<file path="src/include/program_flow_map.svh">
// constants for the program flow sequencer
`ifndef PROGRAM_FLOW_MAP_SVH
`define PROGRAM_FLOW_MAP_SVH

// ==========================================================
// widths and depths
`define PC_W 21
`define SP_W 5
`define STACK_DEPTH 31
`define BYTE_W 8
`define WORD_W 16
`define UPPER_W 5

// ==========================================================
// addresses
`define RESET_VECTOR 21'h000000
`define HIGH_VECTOR 21'h000008
`define LOW_VECTOR 21'h000018
`define WORD_STEP 21'h000002

// ==========================================================
// instruction encodings and fields
`define OP_PUSH 16'h0005
`define OP_POP 16'h0006
`define OP_RET_HI 15'h0009
`define OP_GOTO_HI 8'hEF
`define OP_CALL_HI 7'h76
`define OP_BRA_HI 5'h1A
`define OP_RELATIVE_SUBROUTINE_CALL_HI 5'h1B
`define OP_SECOND 4'hF
`define CALL_FAST_BIT 8
`define RET_FAST_BIT 0
`define OFF_MSB 10

`endif

</file>
<file path="src/include/program_flow_pkg.sv">
// types shared by the program flow sequencer
package program_flow_pkg;

    // ======================================================
    // instruction cycle phases
    typedef enum logic [1:0] {
        PH_ONE,
        PH_TWO,
        PH_THREE,
        PH_FOUR
    } phase_t;

    // ======================================================
    // program flow classes of the executing word
    typedef enum logic [3:0] {
        FL_NONE,
        FL_NOP,
        FL_GOTO,
        FL_CALL,
        FL_BRA,
        FL_RELATIVE_SUBROUTINE_CALL,
        FL_RET,
        FL_PUSH,
        FL_POP
    } flow_op_t;

endpackage

</file>
<file path="src/hdl/program_flow_sequencer.sv">
// program counter, fetch/execute pipeline and fast shadow
`timescale 1ns/10ps
`include "program_flow_map.svh"
module program_flow_sequencer #(
    parameter int PCW = `PC_W,
    parameter int SPW = `SP_W,
    parameter int DEPTH = `STACK_DEPTH
) (
    // clock and power-on reset
    input wire logic clk,
    input wire logic rst_b,
    // device reset sources
    input wire logic otherReset_b,
    input wire logic stackFaultResetEnable,
    output logic stackFaultReset,
    // program memory
    output logic [PCW-1:0] progAddr,
    input wire logic [`BYTE_W-1:0] progData,
    // data memory timing
    output logic [`WORD_W-1:0] instructionHoldingRegister,
    output logic execValid,
    output logic dataReadStrobe,
    output logic dataWriteStrobe,
    // interrupt entry
    input wire logic intRequest,
    input wire logic intHighPriority,
    output logic intAck,
    // working registers and shadow
    input wire logic [`BYTE_W-1:0] statusIn,
    input wire logic [`BYTE_W-1:0] workingAccumulator,
    input wire logic [`BYTE_W-1:0] bankSelectValue,
    output logic [`BYTE_W-1:0] shadowStatus,
    output logic [`BYTE_W-1:0] shadowAccumulator,
    output logic [`BYTE_W-1:0] shadowBank,
    output logic shadowRestore,
    // program counter low byte and holding latches
    input wire logic pcLowRead,
    input wire logic pcLowWrite,
    input wire logic [`BYTE_W-1:0] pcLowWrData,
    input wire logic latchHighWrite,
    input wire logic latchUpperWrite,
    input wire logic [`BYTE_W-1:0] latchWrData,
    output logic [`BYTE_W-1:0] pcLowByte,
    output logic [`BYTE_W-1:0] pcHighHoldingLatch,
    output logic [`UPPER_W-1:0] pcUpperHoldingLatch,
    // stack top and status access
    input wire logic topWrite,
    input wire logic [PCW-1:0] topWrData,
    input wire logic clearFullFlag,
    input wire logic clearUnderflowFlag,
    output logic [PCW-1:0] stackTop,
    output logic [SPW-1:0] returnStackPointer,
    output logic stackFullFlag,
    output logic stackUnderflowFlag
);
    // ======================================================
    // declarations
    logic resetSync1_q;
    logic resetSync2_q;
    logic faultEnSync1_q;
    logic faultEnSync2_q;
    logic faultReset_q;
    logic restart;
    logic phaseOne;
    logic phaseTwo;
    logic phaseThree;
    logic phaseFour;
    logic [PCW-1:0] pc_q;
    logic [PCW-1:0] fetchAddr_q;
    logic [PCW-1:0] progAddr_q;
    logic [`BYTE_W-1:0] lowByte_q;
    logic [`WORD_W-1:0] fetchWord_q;
    logic fetchValid_q;
    logic flush_q;
    logic [`WORD_W-1:0] ir_q;
    logic [PCW-1:0] irAddr_q;
    logic execValid_q;
    logic [`BYTE_W-1:0] pcLow_q;
    logic [`BYTE_W-1:0] latchHigh_q;
    logic [`UPPER_W-1:0] latchUpper_q;
    logic [`BYTE_W-1:0] shStatus_q;
    logic [`BYTE_W-1:0] shAcc_q;
    logic [`BYTE_W-1:0] shBank_q;
    logic restore_q;
    program_flow_pkg::flow_op_t execOp;
    logic [`WORD_W-1:0] secondWord;
    logic [PCW-1:0] nextAddr;
    logic [PCW-1:0] branchOff;
    logic [PCW-1:0] absTarget;
    logic [PCW-1:0] pcTarget;
    logic ordinary;
    logic takeInt;
    logic pcWriteTaken;
    logic changePc;
    logic fastCall;
    logic stkPush;
    logic stkPop;
    logic [PCW-1:0] stkPushData;
    logic stkFault;

    // ======================================================
    // classify a word by its program flow effect
    function automatic program_flow_pkg::flow_op_t decodeFlow(
        input logic [`WORD_W-1:0] w
    );
        if (w == `OP_PUSH) begin
            decodeFlow = program_flow_pkg::FL_PUSH;
        end else if (w == `OP_POP) begin
            decodeFlow = program_flow_pkg::FL_POP;
        end else if (w[15:1] == `OP_RET_HI) begin
            decodeFlow = program_flow_pkg::FL_RET;
        end else if (w[15:8] == `OP_GOTO_HI) begin
            decodeFlow = program_flow_pkg::FL_GOTO;
        end else if (w[15:9] == `OP_CALL_HI) begin
            decodeFlow = program_flow_pkg::FL_CALL;
        end else if (w[15:11] == `OP_BRA_HI) begin
            decodeFlow = program_flow_pkg::FL_BRA;
        end else if (w[15:11] == `OP_RELATIVE_SUBROUTINE_CALL_HI) begin
            decodeFlow = program_flow_pkg::FL_RELATIVE_SUBROUTINE_CALL;
        end else if (w[15:12] == `OP_SECOND) begin
            // lone operand word is a no-operation
            decodeFlow = program_flow_pkg::FL_NOP;
        end else begin
            decodeFlow = program_flow_pkg::FL_NONE;
        end
    endfunction

    // ======================================================
    // reset sources: pin and config bit come from outside
    always_ff @(posedge clk) begin
        if (!rst_b) begin
            resetSync1_q <= 1'b1;
            resetSync2_q <= 1'b1;
            faultEnSync1_q <= 1'b0;
            faultEnSync2_q <= 1'b0;
        end else begin
            resetSync1_q <= otherReset_b;
            resetSync2_q <= resetSync1_q;
            faultEnSync1_q <= stackFaultResetEnable;
            faultEnSync2_q <= faultEnSync1_q;
        end
    end

    // fault becomes a one-cycle device reset
    always_ff @(posedge clk) begin
        if (!rst_b) begin
            faultReset_q <= 1'b0;
        end else begin
            faultReset_q <= stkFault;
        end
    end

    // fault reset restarts like any other
    assign restart = faultReset_q || !resetSync2_q;

    phase_generator u_phase (
        .clk(clk),
        .rst_b(rst_b),
        .restart(restart),
        .phaseOne(phaseOne),
        .phaseTwo(phaseTwo),
        .phaseThree(phaseThree),
        .phaseFour(phaseFour)
    );

    // ======================================================
    // execute-stage decode and targets
    assign execOp = execValid_q ? decodeFlow(ir_q)
                                : program_flow_pkg::FL_NOP;
    assign ordinary = (execOp == program_flow_pkg::FL_NONE);
    // second word still arriving: low byte held, high on bus
    assign secondWord = {progData, lowByte_q};
    assign nextAddr = irAddr_q + `WORD_STEP;
    assign branchOff = {{(PCW-12){ir_q[`OFF_MSB]}}, ir_q[10:0], 1'b0};
    assign absTarget = {secondWord[11:0], ir_q[7:0], 1'b0};
    assign fastCall = (execOp == program_flow_pkg::FL_CALL)
                      && ir_q[`CALL_FAST_BIT];
    assign pcWriteTaken = phaseFour && pcLowWrite && ordinary;
    // interrupts wait for a cycle with no flow effect
    assign takeInt = phaseFour && intRequest && !pcWriteTaken
                     && (ordinary
                         || execOp == program_flow_pkg::FL_NOP);

    always_comb begin
        changePc = phaseFour;
        pcTarget = pc_q;
        if (takeInt) begin
            pcTarget = intHighPriority ? `HIGH_VECTOR : `LOW_VECTOR;
        end else if (pcWriteTaken) begin
            pcTarget = {latchUpper_q, latchHigh_q, pcLowWrData[7:1],
                        1'b0};
        end else begin
            case (execOp)
                program_flow_pkg::FL_GOTO: pcTarget = absTarget;
                program_flow_pkg::FL_CALL: pcTarget = absTarget;
                program_flow_pkg::FL_BRA: pcTarget = nextAddr + branchOff;
                program_flow_pkg::FL_RELATIVE_SUBROUTINE_CALL: pcTarget = nextAddr + branchOff;
                program_flow_pkg::FL_RET: pcTarget = stackTop;
                default: changePc = 1'b0;
            endcase
        end
    end

    // ======================================================
    // PC steps in phase one
    always_ff @(posedge clk) begin
        if (!rst_b || restart) begin
            pc_q <= `RESET_VECTOR;
        end else if (phaseOne) begin
            // two bytes per word, bit zero stays clear
            pc_q <= pc_q + `WORD_STEP;
        end else if (changePc) begin
            pc_q <= pcTarget;
        end
    end

    // fetch even byte, then odd byte, one cycle latency
    always_ff @(posedge clk) begin
        if (!rst_b || restart) begin
            fetchAddr_q <= `RESET_VECTOR;
            progAddr_q <= `RESET_VECTOR;
            lowByte_q <= '0;
            fetchWord_q <= '0;
            fetchValid_q <= 1'b0;
        end else begin
            if (phaseOne) begin
                fetchAddr_q <= pc_q;
                progAddr_q <= pc_q;
                fetchValid_q <= 1'b1;
            end
            if (phaseTwo) begin
                progAddr_q <= {fetchAddr_q[PCW-1:1], 1'b1};
            end
            if (phaseThree) begin
                lowByte_q <= progData;
            end
            if (phaseFour) begin
                fetchWord_q <= secondWord;
            end
        end
    end

    // a PC change turns the fetched word into a bubble
    always_ff @(posedge clk) begin
        if (!rst_b || restart) begin
            ir_q <= '0;
            irAddr_q <= `RESET_VECTOR;
            execValid_q <= 1'b0;
            flush_q <= 1'b0;
        end else if (phaseOne) begin
            ir_q <= fetchWord_q;
            irAddr_q <= fetchAddr_q;
            execValid_q <= fetchValid_q && !flush_q;
            flush_q <= 1'b0;
        end else if (changePc) begin
            flush_q <= 1'b1;
        end
    end

    // ======================================================
    // return stack traffic, all in phase four
    assign stkPush = phaseFour && (takeInt
        || execOp == program_flow_pkg::FL_CALL
        || execOp == program_flow_pkg::FL_RELATIVE_SUBROUTINE_CALL
        || execOp == program_flow_pkg::FL_PUSH);
    assign stkPop = phaseFour && !takeInt
        && (execOp == program_flow_pkg::FL_RET
            || execOp == program_flow_pkg::FL_POP);
    // two-word call returns past its operand word
    assign stkPushData = takeInt ? fetchAddr_q
        : (execOp == program_flow_pkg::FL_CALL) ? pc_q : nextAddr;

    return_address_stack #(
        .DEPTH(DEPTH),
        .AW(PCW),
        .PW(SPW)
    ) u_stack (
        .clk(clk),
        .rst_b(rst_b),
        .restart(restart),
        .push(stkPush),
        .pop(stkPop),
        .pushData(stkPushData),
        .topWrite(topWrite && phaseFour && !stkPush && !stkPop),
        .topWrData(topWrData),
        .faultResetEn(faultEnSync2_q),
        .clearFull(clearFullFlag),
        .clearUnderflow(clearUnderflowFlag),
        .stackTop(stackTop),
        .stackPtr(returnStackPointer),
        .fullFlag(stackFullFlag),
        .underflowFlag(stackUnderflowFlag),
        .faultEvent(stkFault)
    );

    // ======================================================
    // low byte read snapshots upper bytes
    always_ff @(posedge clk) begin
        if (!rst_b || restart) begin
            pcLow_q <= '0;
            latchHigh_q <= '0;
            latchUpper_q <= '0;
        end else if (phaseTwo && pcLowRead) begin
            pcLow_q <= nextAddr[7:0];
            latchHigh_q <= nextAddr[15:8];
            latchUpper_q <= nextAddr[PCW-1:16];
        end else if (phaseFour) begin
            // upper PC bits only reachable here
            if (latchHighWrite) begin
                latchHigh_q <= latchWrData;
            end
            if (latchUpperWrite) begin
                latchUpper_q <= latchWrData[`UPPER_W-1:0];
            end
        end
    end

    // ======================================================
    // later entry simply overwrites
    // shadow is kept through device resets, cleared by POR only
    always_ff @(posedge clk) begin
        if (!rst_b) begin
            shStatus_q <= '0;
            shAcc_q <= '0;
            shBank_q <= '0;
        end else if (phaseFour && (takeInt || fastCall)) begin
            shStatus_q <= statusIn;
            shAcc_q <= workingAccumulator;
            shBank_q <= bankSelectValue;
        end
    end

    always_ff @(posedge clk) begin
        if (!rst_b || restart) begin
            restore_q <= 1'b0;
        end else begin
            restore_q <= stkPop && ir_q[`RET_FAST_BIT]
                         && execOp == program_flow_pkg::FL_RET;
        end
    end

    // ======================================================
    // operand read phase two, write phase four
    assign dataReadStrobe = phaseTwo && ordinary;
    assign dataWriteStrobe = phaseFour && ordinary;

    // outputs
    assign progAddr = progAddr_q;
    assign instructionHoldingRegister = ir_q;
    assign execValid = execValid_q;
    assign intAck = takeInt;
    assign stackFaultReset = faultReset_q;
    assign shadowStatus = shStatus_q;
    assign shadowAccumulator = shAcc_q;
    assign shadowBank = shBank_q;
    assign shadowRestore = restore_q;
    assign pcLowByte = pcLow_q;
    assign pcHighHoldingLatch = latchHigh_q;
    assign pcUpperHoldingLatch = latchUpper_q;
endmodule

</file>
<file path="src/hdl/phase_generator.sv">
// four-phase instruction cycle generator
`timescale 1ns/10ps
module phase_generator (
    // clock and resets
    input wire logic clk,
    input wire logic rst_b,
    input wire logic restart,
    // phase strobes
    output logic phaseOne,
    output logic phaseTwo,
    output logic phaseThree,
    output logic phaseFour
);
    program_flow_pkg::phase_t phase_q;

    // ======================================================
    // divide by four
    always_ff @(posedge clk) begin
        if (!rst_b || restart) begin
            phase_q <= program_flow_pkg::PH_ONE;
        end else begin
            case (phase_q)
                program_flow_pkg::PH_ONE: phase_q <= program_flow_pkg::PH_TWO;
                program_flow_pkg::PH_TWO:
                    phase_q <= program_flow_pkg::PH_THREE;
                program_flow_pkg::PH_THREE:
                    phase_q <= program_flow_pkg::PH_FOUR;
                default: phase_q <= program_flow_pkg::PH_ONE;
            endcase
        end
    end

    // one-hot strobes, never overlapping
    assign phaseOne = (phase_q == program_flow_pkg::PH_ONE);
    assign phaseTwo = (phase_q == program_flow_pkg::PH_TWO);
    assign phaseThree = (phase_q == program_flow_pkg::PH_THREE);
    assign phaseFour = (phase_q == program_flow_pkg::PH_FOUR);
endmodule

</file>
<file path="src/hdl/return_address_stack.sv">
// hardware return address stack with full/underflow flags
`timescale 1ns/10ps
`include "program_flow_map.svh"
module return_address_stack #(
    parameter int DEPTH = `STACK_DEPTH,
    parameter int AW = `PC_W,
    parameter int PW = `SP_W
) (
    // clock and resets
    input wire logic clk,
    input wire logic rst_b,
    input wire logic restart,
    // stack operations
    input wire logic push,
    input wire logic pop,
    input wire logic [AW-1:0] pushData,
    input wire logic topWrite,
    input wire logic [AW-1:0] topWrData,
    // flag control
    input wire logic faultResetEn,
    input wire logic clearFull,
    input wire logic clearUnderflow,
    // state
    output logic [AW-1:0] stackTop,
    output logic [PW-1:0] stackPtr,
    output logic fullFlag,
    output logic underflowFlag,
    output logic faultEvent
);
    localparam logic [PW-1:0] LAST = PW'(DEPTH);
    localparam logic [PW-1:0] BEFORE_LAST = PW'(DEPTH - 1);

    // pointer zero has no storage behind it
    logic [AW-1:0] mem [1:DEPTH];
    logic [PW-1:0] ptr_q;
    logic full_q;
    logic underflow_q;
    logic pushAtLast;
    logic pushFills;
    logic popEmpty;
    logic [PW-1:0] wrIdx;

    assign pushAtLast = push && (ptr_q == LAST);
    assign pushFills = push && (ptr_q == BEFORE_LAST);
    assign popEmpty = pop && (ptr_q == '0);
    assign wrIdx = pushAtLast ? LAST : ptr_q + PW'(1);

    // ======================================================
    // store at incremented slot, or over the top slot again when full
    always_ff @(posedge clk) begin
        if (push) begin
            mem[wrIdx] <= pushData;
        end else if (topWrite && ptr_q != '0) begin
            mem[ptr_q] <= topWrData;
        end
    end

    always_ff @(posedge clk) begin
        if (!rst_b || restart) begin
            ptr_q <= '0;
        end else if (push && !pushAtLast) begin
            ptr_q <= wrIdx;
        end else if (pop && !popEmpty) begin
            ptr_q <= ptr_q - PW'(1);
        end
    end

    // flags survive all but power-on; set beats clear
    always_ff @(posedge clk) begin
        if (!rst_b) begin
            full_q <= 1'b0;
            underflow_q <= 1'b0;
        end else begin
            // flags set regardless of reset enable
            if (pushFills || pushAtLast) begin
                full_q <= 1'b1;
            end else if (clearFull) begin
                full_q <= 1'b0;
            end
            if (popEmpty) begin
                underflow_q <= 1'b1;
            end else if (clearUnderflow) begin
                underflow_q <= 1'b0;
            end
        end
    end

    assign faultEvent = faultResetEn && (pushFills || pushAtLast || popEmpty);
    assign stackTop = (ptr_q == '0) ? '0 : mem[ptr_q];
    assign stackPtr = ptr_q;
    assign fullFlag = full_q;
    assign underflowFlag = underflow_q;
endmodule

</file>
<file path="config.mk">
export PLATFORM = sky130hd
export DESIGN_NAME = program_flow_sequencer
export DESIGN_NICKNAME = d
export VERILOG_FILES = /design/src/include/program_flow_pkg.sv /design/src/hdl/program_flow_sequencer.sv /design/src/hdl/phase_generator.sv /design/src/hdl/return_address_stack.sv
export VERILOG_INCLUDE_DIRS = /design/src /design/src/include
export SDC_FILE = /design/constraint.sdc
export NUM_CORES = 1
export LEC_CHECK = 0
export BUFFER_PORTS_ARGS = -buffer_cell sky130_fd_sc_hd__buf_4
export CORE_MARGIN = 5
export CORE_UTILIZATION = 55
export CTS_BUF_LIST = sky130_fd_sc_hd__clkbuf_16
export DETAILED_ROUTE_END_ITERATION = 16
export PLACE_DENSITY_LB_ADDON = 0.12
export SLEW_MARGIN = 20
export SYNTH_ARGS = -nofsm -noshare
export SYNTH_HDL_FRONTEND = slang
export SYNTH_HIERARCHICAL = 1
export SYNTH_SLANG_ARGS = --single-unit
</file>
<file path="constraint.sdc">
create_clock -name clk -period 8.6 [get_ports clk]
set_input_delay 0 -clock clk [delete_from_list [all_inputs] [get_ports clk]]
set_output_delay 0 -clock clk [all_outputs]
set_load 0.005 [all_outputs]
</file>
[Word level (Yosys, flattened, before mapping)]
Memories as Yosys holds them, arrays and structs flattened. A register that Yosys moved wholly into a read port is not among the register bits.
Index checks and enable logic that the tools add are counted.
Operators by class
  multiplexer cells: 47
  equality and inequality tests: 21
  reductions and logical operators: 66
  add/subtract/negate cells: 5
Operators by type and width (number)
  2-to-1 mux 21 bit: 10
  one-hot mux 21 bit (3 select lines): 1
  2-to-1 mux 5 bit: 10
  adder 21 x 2 -> 21 bit, second input constant: 2
  equality test 16 x 3 -> 1 bit, second input constant: 2
  logical AND 1 bit: 26
  2-to-1 mux 8 bit: 3
  adder 21 bit: 1
  OR reduction 21 bit: 1
  equality test 5 bit, second input constant: 4
  equality test 4 x 3 -> 1 bit, second input constant: 4
  nonzero test 2 bit: 8
  equality test 15 x 4 -> 1 bit, second input constant: 1
  2-to-1 mux 3 bit: 5
  2-to-1 mux 1 bit: 14
  2-to-1 mux 4 bit: 3
  logical OR 1 bit: 10
  logical NOT 1 bit: 9
  equality test 4 x 2 -> 1 bit, second input constant: 2
  equality test 4 bit, second input constant: 2
  equality test 8 bit, second input constant: 1
  equality test 7 bit, second input constant: 1
  one-hot mux 2 bit (3 select lines): 1
  AND reduction 2 bit: 3
  12 further kinds: 15
Word-level totals
  memories: 1
  output and inout bits: 116
  RAM bits: 651
  bits in registers: 187
  bits of input ports: 82
Memory list
  u_stack.mem: depth 31, bits a word 21, rd ports 1, clocked after memory_dff 1, write ports 1, line return_address_stack.sv:34  | logic [AW-1:0] mem [1:DEPTH];

[Longest topological paths before layout]
  depth in word-level cells: 28
  depth in mapped cells: 15

[Hierarchy]
The synthesis kept the hierarchy.
By module, submodules not included
  return_address_stack: cells an instance 1319, seq. area each 19789.0 sq um, times used 1, area an instance 26390.3 sq um
  program_flow_sequencer: cells an instance 1139, seq. area each 3563.4 sq um, times used 1, area an instance 9344.0 sq um
  phase_generator: cells an instance 11, seq. area each 40.0 sq um, times used 1, area an instance 125.1 sq um

[Worst setup path before layout]
Ideal clock, no wire load.
  kind: reg-to-reg
  from: register ir_q[10] (netlist: instructionHoldingRegister[10])
  to: memory u_stack/mem[23][0] in the netlist's numbering, enable pin
  arrival: 5.086 ns
  cell stages (with the launch flop): 14
  period minus slack after synthesis: 5.518 ns
  path slack: 3.082 ns
  cells stage by stage: dfxtp_1 or4_4 nor4_1 a21boi_2 nor2_1 nand3b_1 buf_2 buf_2 nand2_1 nor3_1 nor2b_1 and2_1 o21bai_1 a211oi_1
On the way
  word-level cells in the longest chain between the ends: 25
  elaborated cells between the ends (all ways): 46
  classes of those cells: 11 x eq/ne; 14 x mux; 21 x reduce/logical
Ends and longest elaborated chain
  start: declaration: line program_flow_sequencer.sv:75  | logic [`WORD_W-1:0] ir_q;
  start signal: assignment: line program_flow_sequencer.sv:251  | ir_q <= fetchWord_q;
  equality test 7 bit (no source line)
  2-to-1 mux 3 bit: line program_flow_sequencer.sv:114  | end else if (w[15:9] == `OP_CALL_HI) begin
  2-to-1 mux 3 bit: line program_flow_sequencer.sv:112  | end else if (w[15:8] == `OP_GOTO_HI) begin
  2-to-1 mux 3 bit: line program_flow_sequencer.sv:110  | end else if (w[15:1] == `OP_RET_HI) begin
  2-to-1 mux 4 bit: line program_flow_sequencer.sv:108  | end else if (w == `OP_POP) begin
  2-to-1 mux 4 bit (*): line program_flow_sequencer.sv:106  | if (w == `OP_PUSH) begin
  2-to-1 mux 4 bit (*): line program_flow_sequencer.sv:168  | assign execOp = execValid_q ? decodeFlow(ir_q)
  logical NOT 4 bit: line program_flow_sequencer.sv:170  | assign ordinary = (execOp == program_flow_pkg::FL_NONE);
  (+8 left out)
  logical NOT 1 bit: line program_flow_sequencer.sv:284  | .topWrite(topWrite && phaseFour && !stkPush && !stkPop),
  logical AND 1 bit (2 in series): line program_flow_sequencer.sv:284
  logical AND 1 bit: line return_address_stack.sv:53  | end else if (topWrite && ptr_q != '0) begin
  2-to-1 mux 1 bit: line return_address_stack.sv:53
  2-to-1 mux 1 bit: line return_address_stack.sv:51  | if (push) begin
  2-to-1 mux 1 bit (implied by the code): line return_address_stack.sv:54  | mem[ptr_q] <= topWrData;
  OR reduction 21 bit (no source line)
  2-to-1 mux 5 bit (no source line) / 2-to-1 mux 1 bit (equally long branches)
  end: declaration: line return_address_stack.sv:34
Mark *: on every way between the ends. The rest lies on a longest branch, timed or not.

[Final worst setup path]
  from: register ir_q[10] (netlist: instructionHoldingRegister[10])
  to: memory u_stack/mem[23][17] in the netlist's numbering, enable pin
On the way
  word-level cells in the longest chain between the ends: 25
  elaborated cells between the ends (all ways): 46
  classes of those cells: 11 x eq/ne; 14 x mux; 21 x reduce/logical
Ends and longest elaborated chain
  equality test 7 bit (no source line)
  2-to-1 mux 3 bit: line program_flow_sequencer.sv:114
  2-to-1 mux 3 bit: line program_flow_sequencer.sv:112
  2-to-1 mux 3 bit: line program_flow_sequencer.sv:110
  2-to-1 mux 4 bit: line program_flow_sequencer.sv:108
  2-to-1 mux 4 bit (*): line program_flow_sequencer.sv:106
  2-to-1 mux 4 bit (*): line program_flow_sequencer.sv:168
  logical NOT 4 bit: line program_flow_sequencer.sv:170
  (+8 left out)
  net stkPush: line program_flow_sequencer.sv:96  | logic stkPush;
  logical NOT 1 bit: line program_flow_sequencer.sv:284
  logical AND 1 bit (2 in series): line program_flow_sequencer.sv:284
  logical AND 1 bit: line return_address_stack.sv:53
  2-to-1 mux 1 bit: line return_address_stack.sv:53
  2-to-1 mux 1 bit: line return_address_stack.sv:51
  2-to-1 mux 1 bit (implied by the code): line return_address_stack.sv:54
  OR reduction 21 bit (no source line)
  2-to-1 mux 5 bit (no source line) / 2-to-1 mux 1 bit (equally long branches)
Mark *: on every way through the listed nets, which the timed path passes. The rest lies on a longest branch.

==> flow_metrics.tcl <==
set metrics [dict create \
    overflow 0 \
    vias_per_cell 6.326 \
    hold_class "input pin to register" \
    cpMostUsedCell "buf_4" \
    hold_violations 0 \
    clock_sinks 843 \
    avgRoutedWirePerCell_um 27.08 \
    reg2regPathDepth 13 \
    ant_nets 0 \
    place_area_mm2 0.03852 \
    cp.depth 13 \
    crit_family "simple AND/OR/NAND/NOR gates" \
    fmax_mhz 189.6 \
    cts_tree "yes" \
    synthCells 2469 \
    place_congestion 0.9031 \
    final_cell_mix "edfxtp_1 (651), buf_4 (272), nand2_1 (217)" \
    worstSkewPairLatency_ns 0.63 \
    crit_type "register to register" \
    io_pins 198 \
    worstPathCellList "or4_4 > nor4_1 > a21boi_2 > nor2_1 > nand3b_1 > buf_4 > a21oi_1 > buf_4 > nor2b_1 > and2_1 > o21bai_1 > a211oi_4 > buf_4" \
    final_common_cell "edfxtp_1" \
    r2r_start "instructionHoldingRegister[10]" \
    syn_avg_cell_area_um2 14.52 \
    final_core_util_pct 65.10 \
    clk_pin_slew_worst_paths_ns 0.06 \
    rrSetupSlack_ns 3.33 \
    antenna_found_initial 4 \
    max_cap_viol_count 0 \
    cp_slowest_stage_delay_ns 0.64 \
    cts_max_level 3 \
    fin_worst_skew_ns 0.02275 \
    ys_seq_elements 843 \
    grt_max_degree 107 \
    ys.flop_type "edfxtp_1" \
    p_leak_nw 14.43 \
    syn2layout_area_growth_pct 17.02 \
    first_pass_iters 6 \
    syn_area_mm2 0.03586 \
    yosys-top-cells-area "edfxtp_1 (55%), dfxtp_1 (11%), mux4_2 (9.1%)" \
    worstMarginPinSlew_ns 1.261 \
    synthArstFlopShare_pct 0 \
    r2r_end "u_stack/mem[23][17]" \
    start_util_pct 55.63 \
    dp.cells 3443 \
    cp_num_buf_inv 3 \
    port_buffers 196 \
    rsz0062_at_grt "no" \
    outcome "finished clean" \
    yosys.area.top_type "edfxtp_1" \
    synth.top_cell.area_share_pct 54.52 \
    core_area_mm2 0.06446 \
    initialDrtViolationCount 2776 \
    multi_input_area_mm2 0.01188 \
    nets 2859 \
    placementRows 93 \
    pwr_density_cell_mw_per_mm2 209.6 \
    yosysSeqAreaShare_pct 65.23 \
    cp-endpoint "u_stack/mem[23][17]" \
    slew_headroom_pct 15.39 \
    die_w_um 265.3 \
    cts-root-buf "clkbuf_16" \
    ys_types 88 \
    fillers 4671 \
    cp_max_fo 47 \
    crit_slowest_cell "or4_4" \
    routed_wl_mm 99.48 \
    ys_warn_count 6 \
    die_area_mm2 0.07041 \
    min_period_ns 5.274 \
    synth_nets 2581 \
    peakVddDrop_v 0.0001717 \
    clock_path_buffers 3 \
    cts_buffers 86 \
    grt_pass1_vias 22271 \
    cts.repair.resized 0 \
    grtUsageTotal_pct 27.66 \
    cp-end-kind "register" \
    tns_ns 0 \
    startpoint "instructionHoldingRegister[10]" \
    finalCritPeriodShare_pct 61.33 \
    critical_path_arrival_ns 5.57 \
    drive_gt1_share_pct 22.98 \
    dp_hpwl_mm 62.11 \
    route.detailed.drc 0 \
    fin_area_mm2 0.04196 \
    grt_first_pass_wirelength_mm 146.1 \
    area.sequential_mm2 0.02340 \
    chipHeight_um 265.3 \
    slew_violations 0 \
    setup_violations 0 \
    fin_cells 3674 \
    via_count 23241 \
    synth_edf_count 651 \
    worst_setup_path_start_kind "register" \
    required_ns 8.89 \
]
## layout make-up
cell class | count | share of cell area [%]
Sequential cell | 843 | 55.77
Multi-Input combinational cell | 1442 | 28.32
Timing Repair Buffer | 344 | 6.607
Clock buffer | 88 | 5.248
Tap cell | 855 | 2.549
Clock inverter | 69 | 1.222
Inverter | 30 | 0.2683
Antenna cell | 3 | 0.01789
## logic make-up after synthesis
group,share of synthesized area [%]
compound gates,8.294
simple gates,7.561
xor+xnor,1.197
flops,65.23
mux,14.44
buf+inv,2.209
fa+ha+maj,1.068
## layer usage
metal,routed length (µm),track usage [%],up-vias
li1,-,-,10131
met1,41670,41.27,11814
met2,45050,40.97,1087
met3,8365,5.124,209
met4,4394,10.78,0
met5,0,0,-
## state kept, by name (all words and copies together), names as in the netlist, 16 cells and up, named ones only
signal	cells
fetchAddr_q	21
fetchWord_q	16
instructionHoldingRegister	16
irAddr_q	21
pc_q	21
progAddr	21
u_stack/mem	651
## synth_stat cells, drive strengths merged (27+ instances only)
library cell and instances:
clkbuf 86, mux2 40, ha 29, o21ai 51
xnor2 27, mux2i 146, a211oi 74, dfxtp 192
mux4 145, edfxtp 651, a21oi 155, nand2 221
nor2 213, buf 68, inv 28, nand3 41
## where the power goes
part | leakage [nW] | total, W | internal [W] | switching (W)
combinational | 5.49 | 0.000656 | 0.000259 | 0.000397
sequential | 7.56 | 0.00456 | 0.00448 | 0.0000886
clock | 1.38 | 0.00357 | 0.00204 | 0.00154
## how the worst min path moves through the flow
stage	start	endpoint	slack (ns)	cells after the start
CTS	pcLowWrData[5]	pc_q[5]	0.01	5
detailed placement	otherReset_b	resetSync1_q	0.19	2
global route	topWrData[13]	u_stack/mem[3][13]	0.04	4
floorplan	rst_b	resetSync2_q	0.07	1
finish	topWrData[18]	u_stack/mem[1][18]	0.03	4
global placement	otherReset_b	resetSync1_q	0.19	2
## worst reg2reg max path: cells and delay by family, from the launching register on
family                 cells  cell delay (ns)
flip-flops                 1             0.56
AND/OR/NAND/NOR            6             2.16
AO/OA/AOI/OAI              4             1.12
buffers and inverters      3             1.08
## metrics by stage
stage | hold slack [ns] | power [W] | setup slack (ns)
5_1_grt | 0.03834 | 0.009093 | 2.939
6_report | 0.02893 | 0.008796 | 3.326
2_1_floorplan | 0.07304 | 0.005002 | 3.082
4_1_cts | 0.009721 | 0.008845 | 3.131
3_3_place_gp | 0.1855 | 0.005246 | 2.999
3_5_place_dp | 0.1886 | 0.005267 | 3.128
## what timing repair did
action                                 4_1_cts  5_1_grt
setup endpoints to repair                    0        0
endpoints found under the hold margin       87        0
setup buffers                                0        0
hold buffers                                71        0
Power figures use the tool's default switching activity.
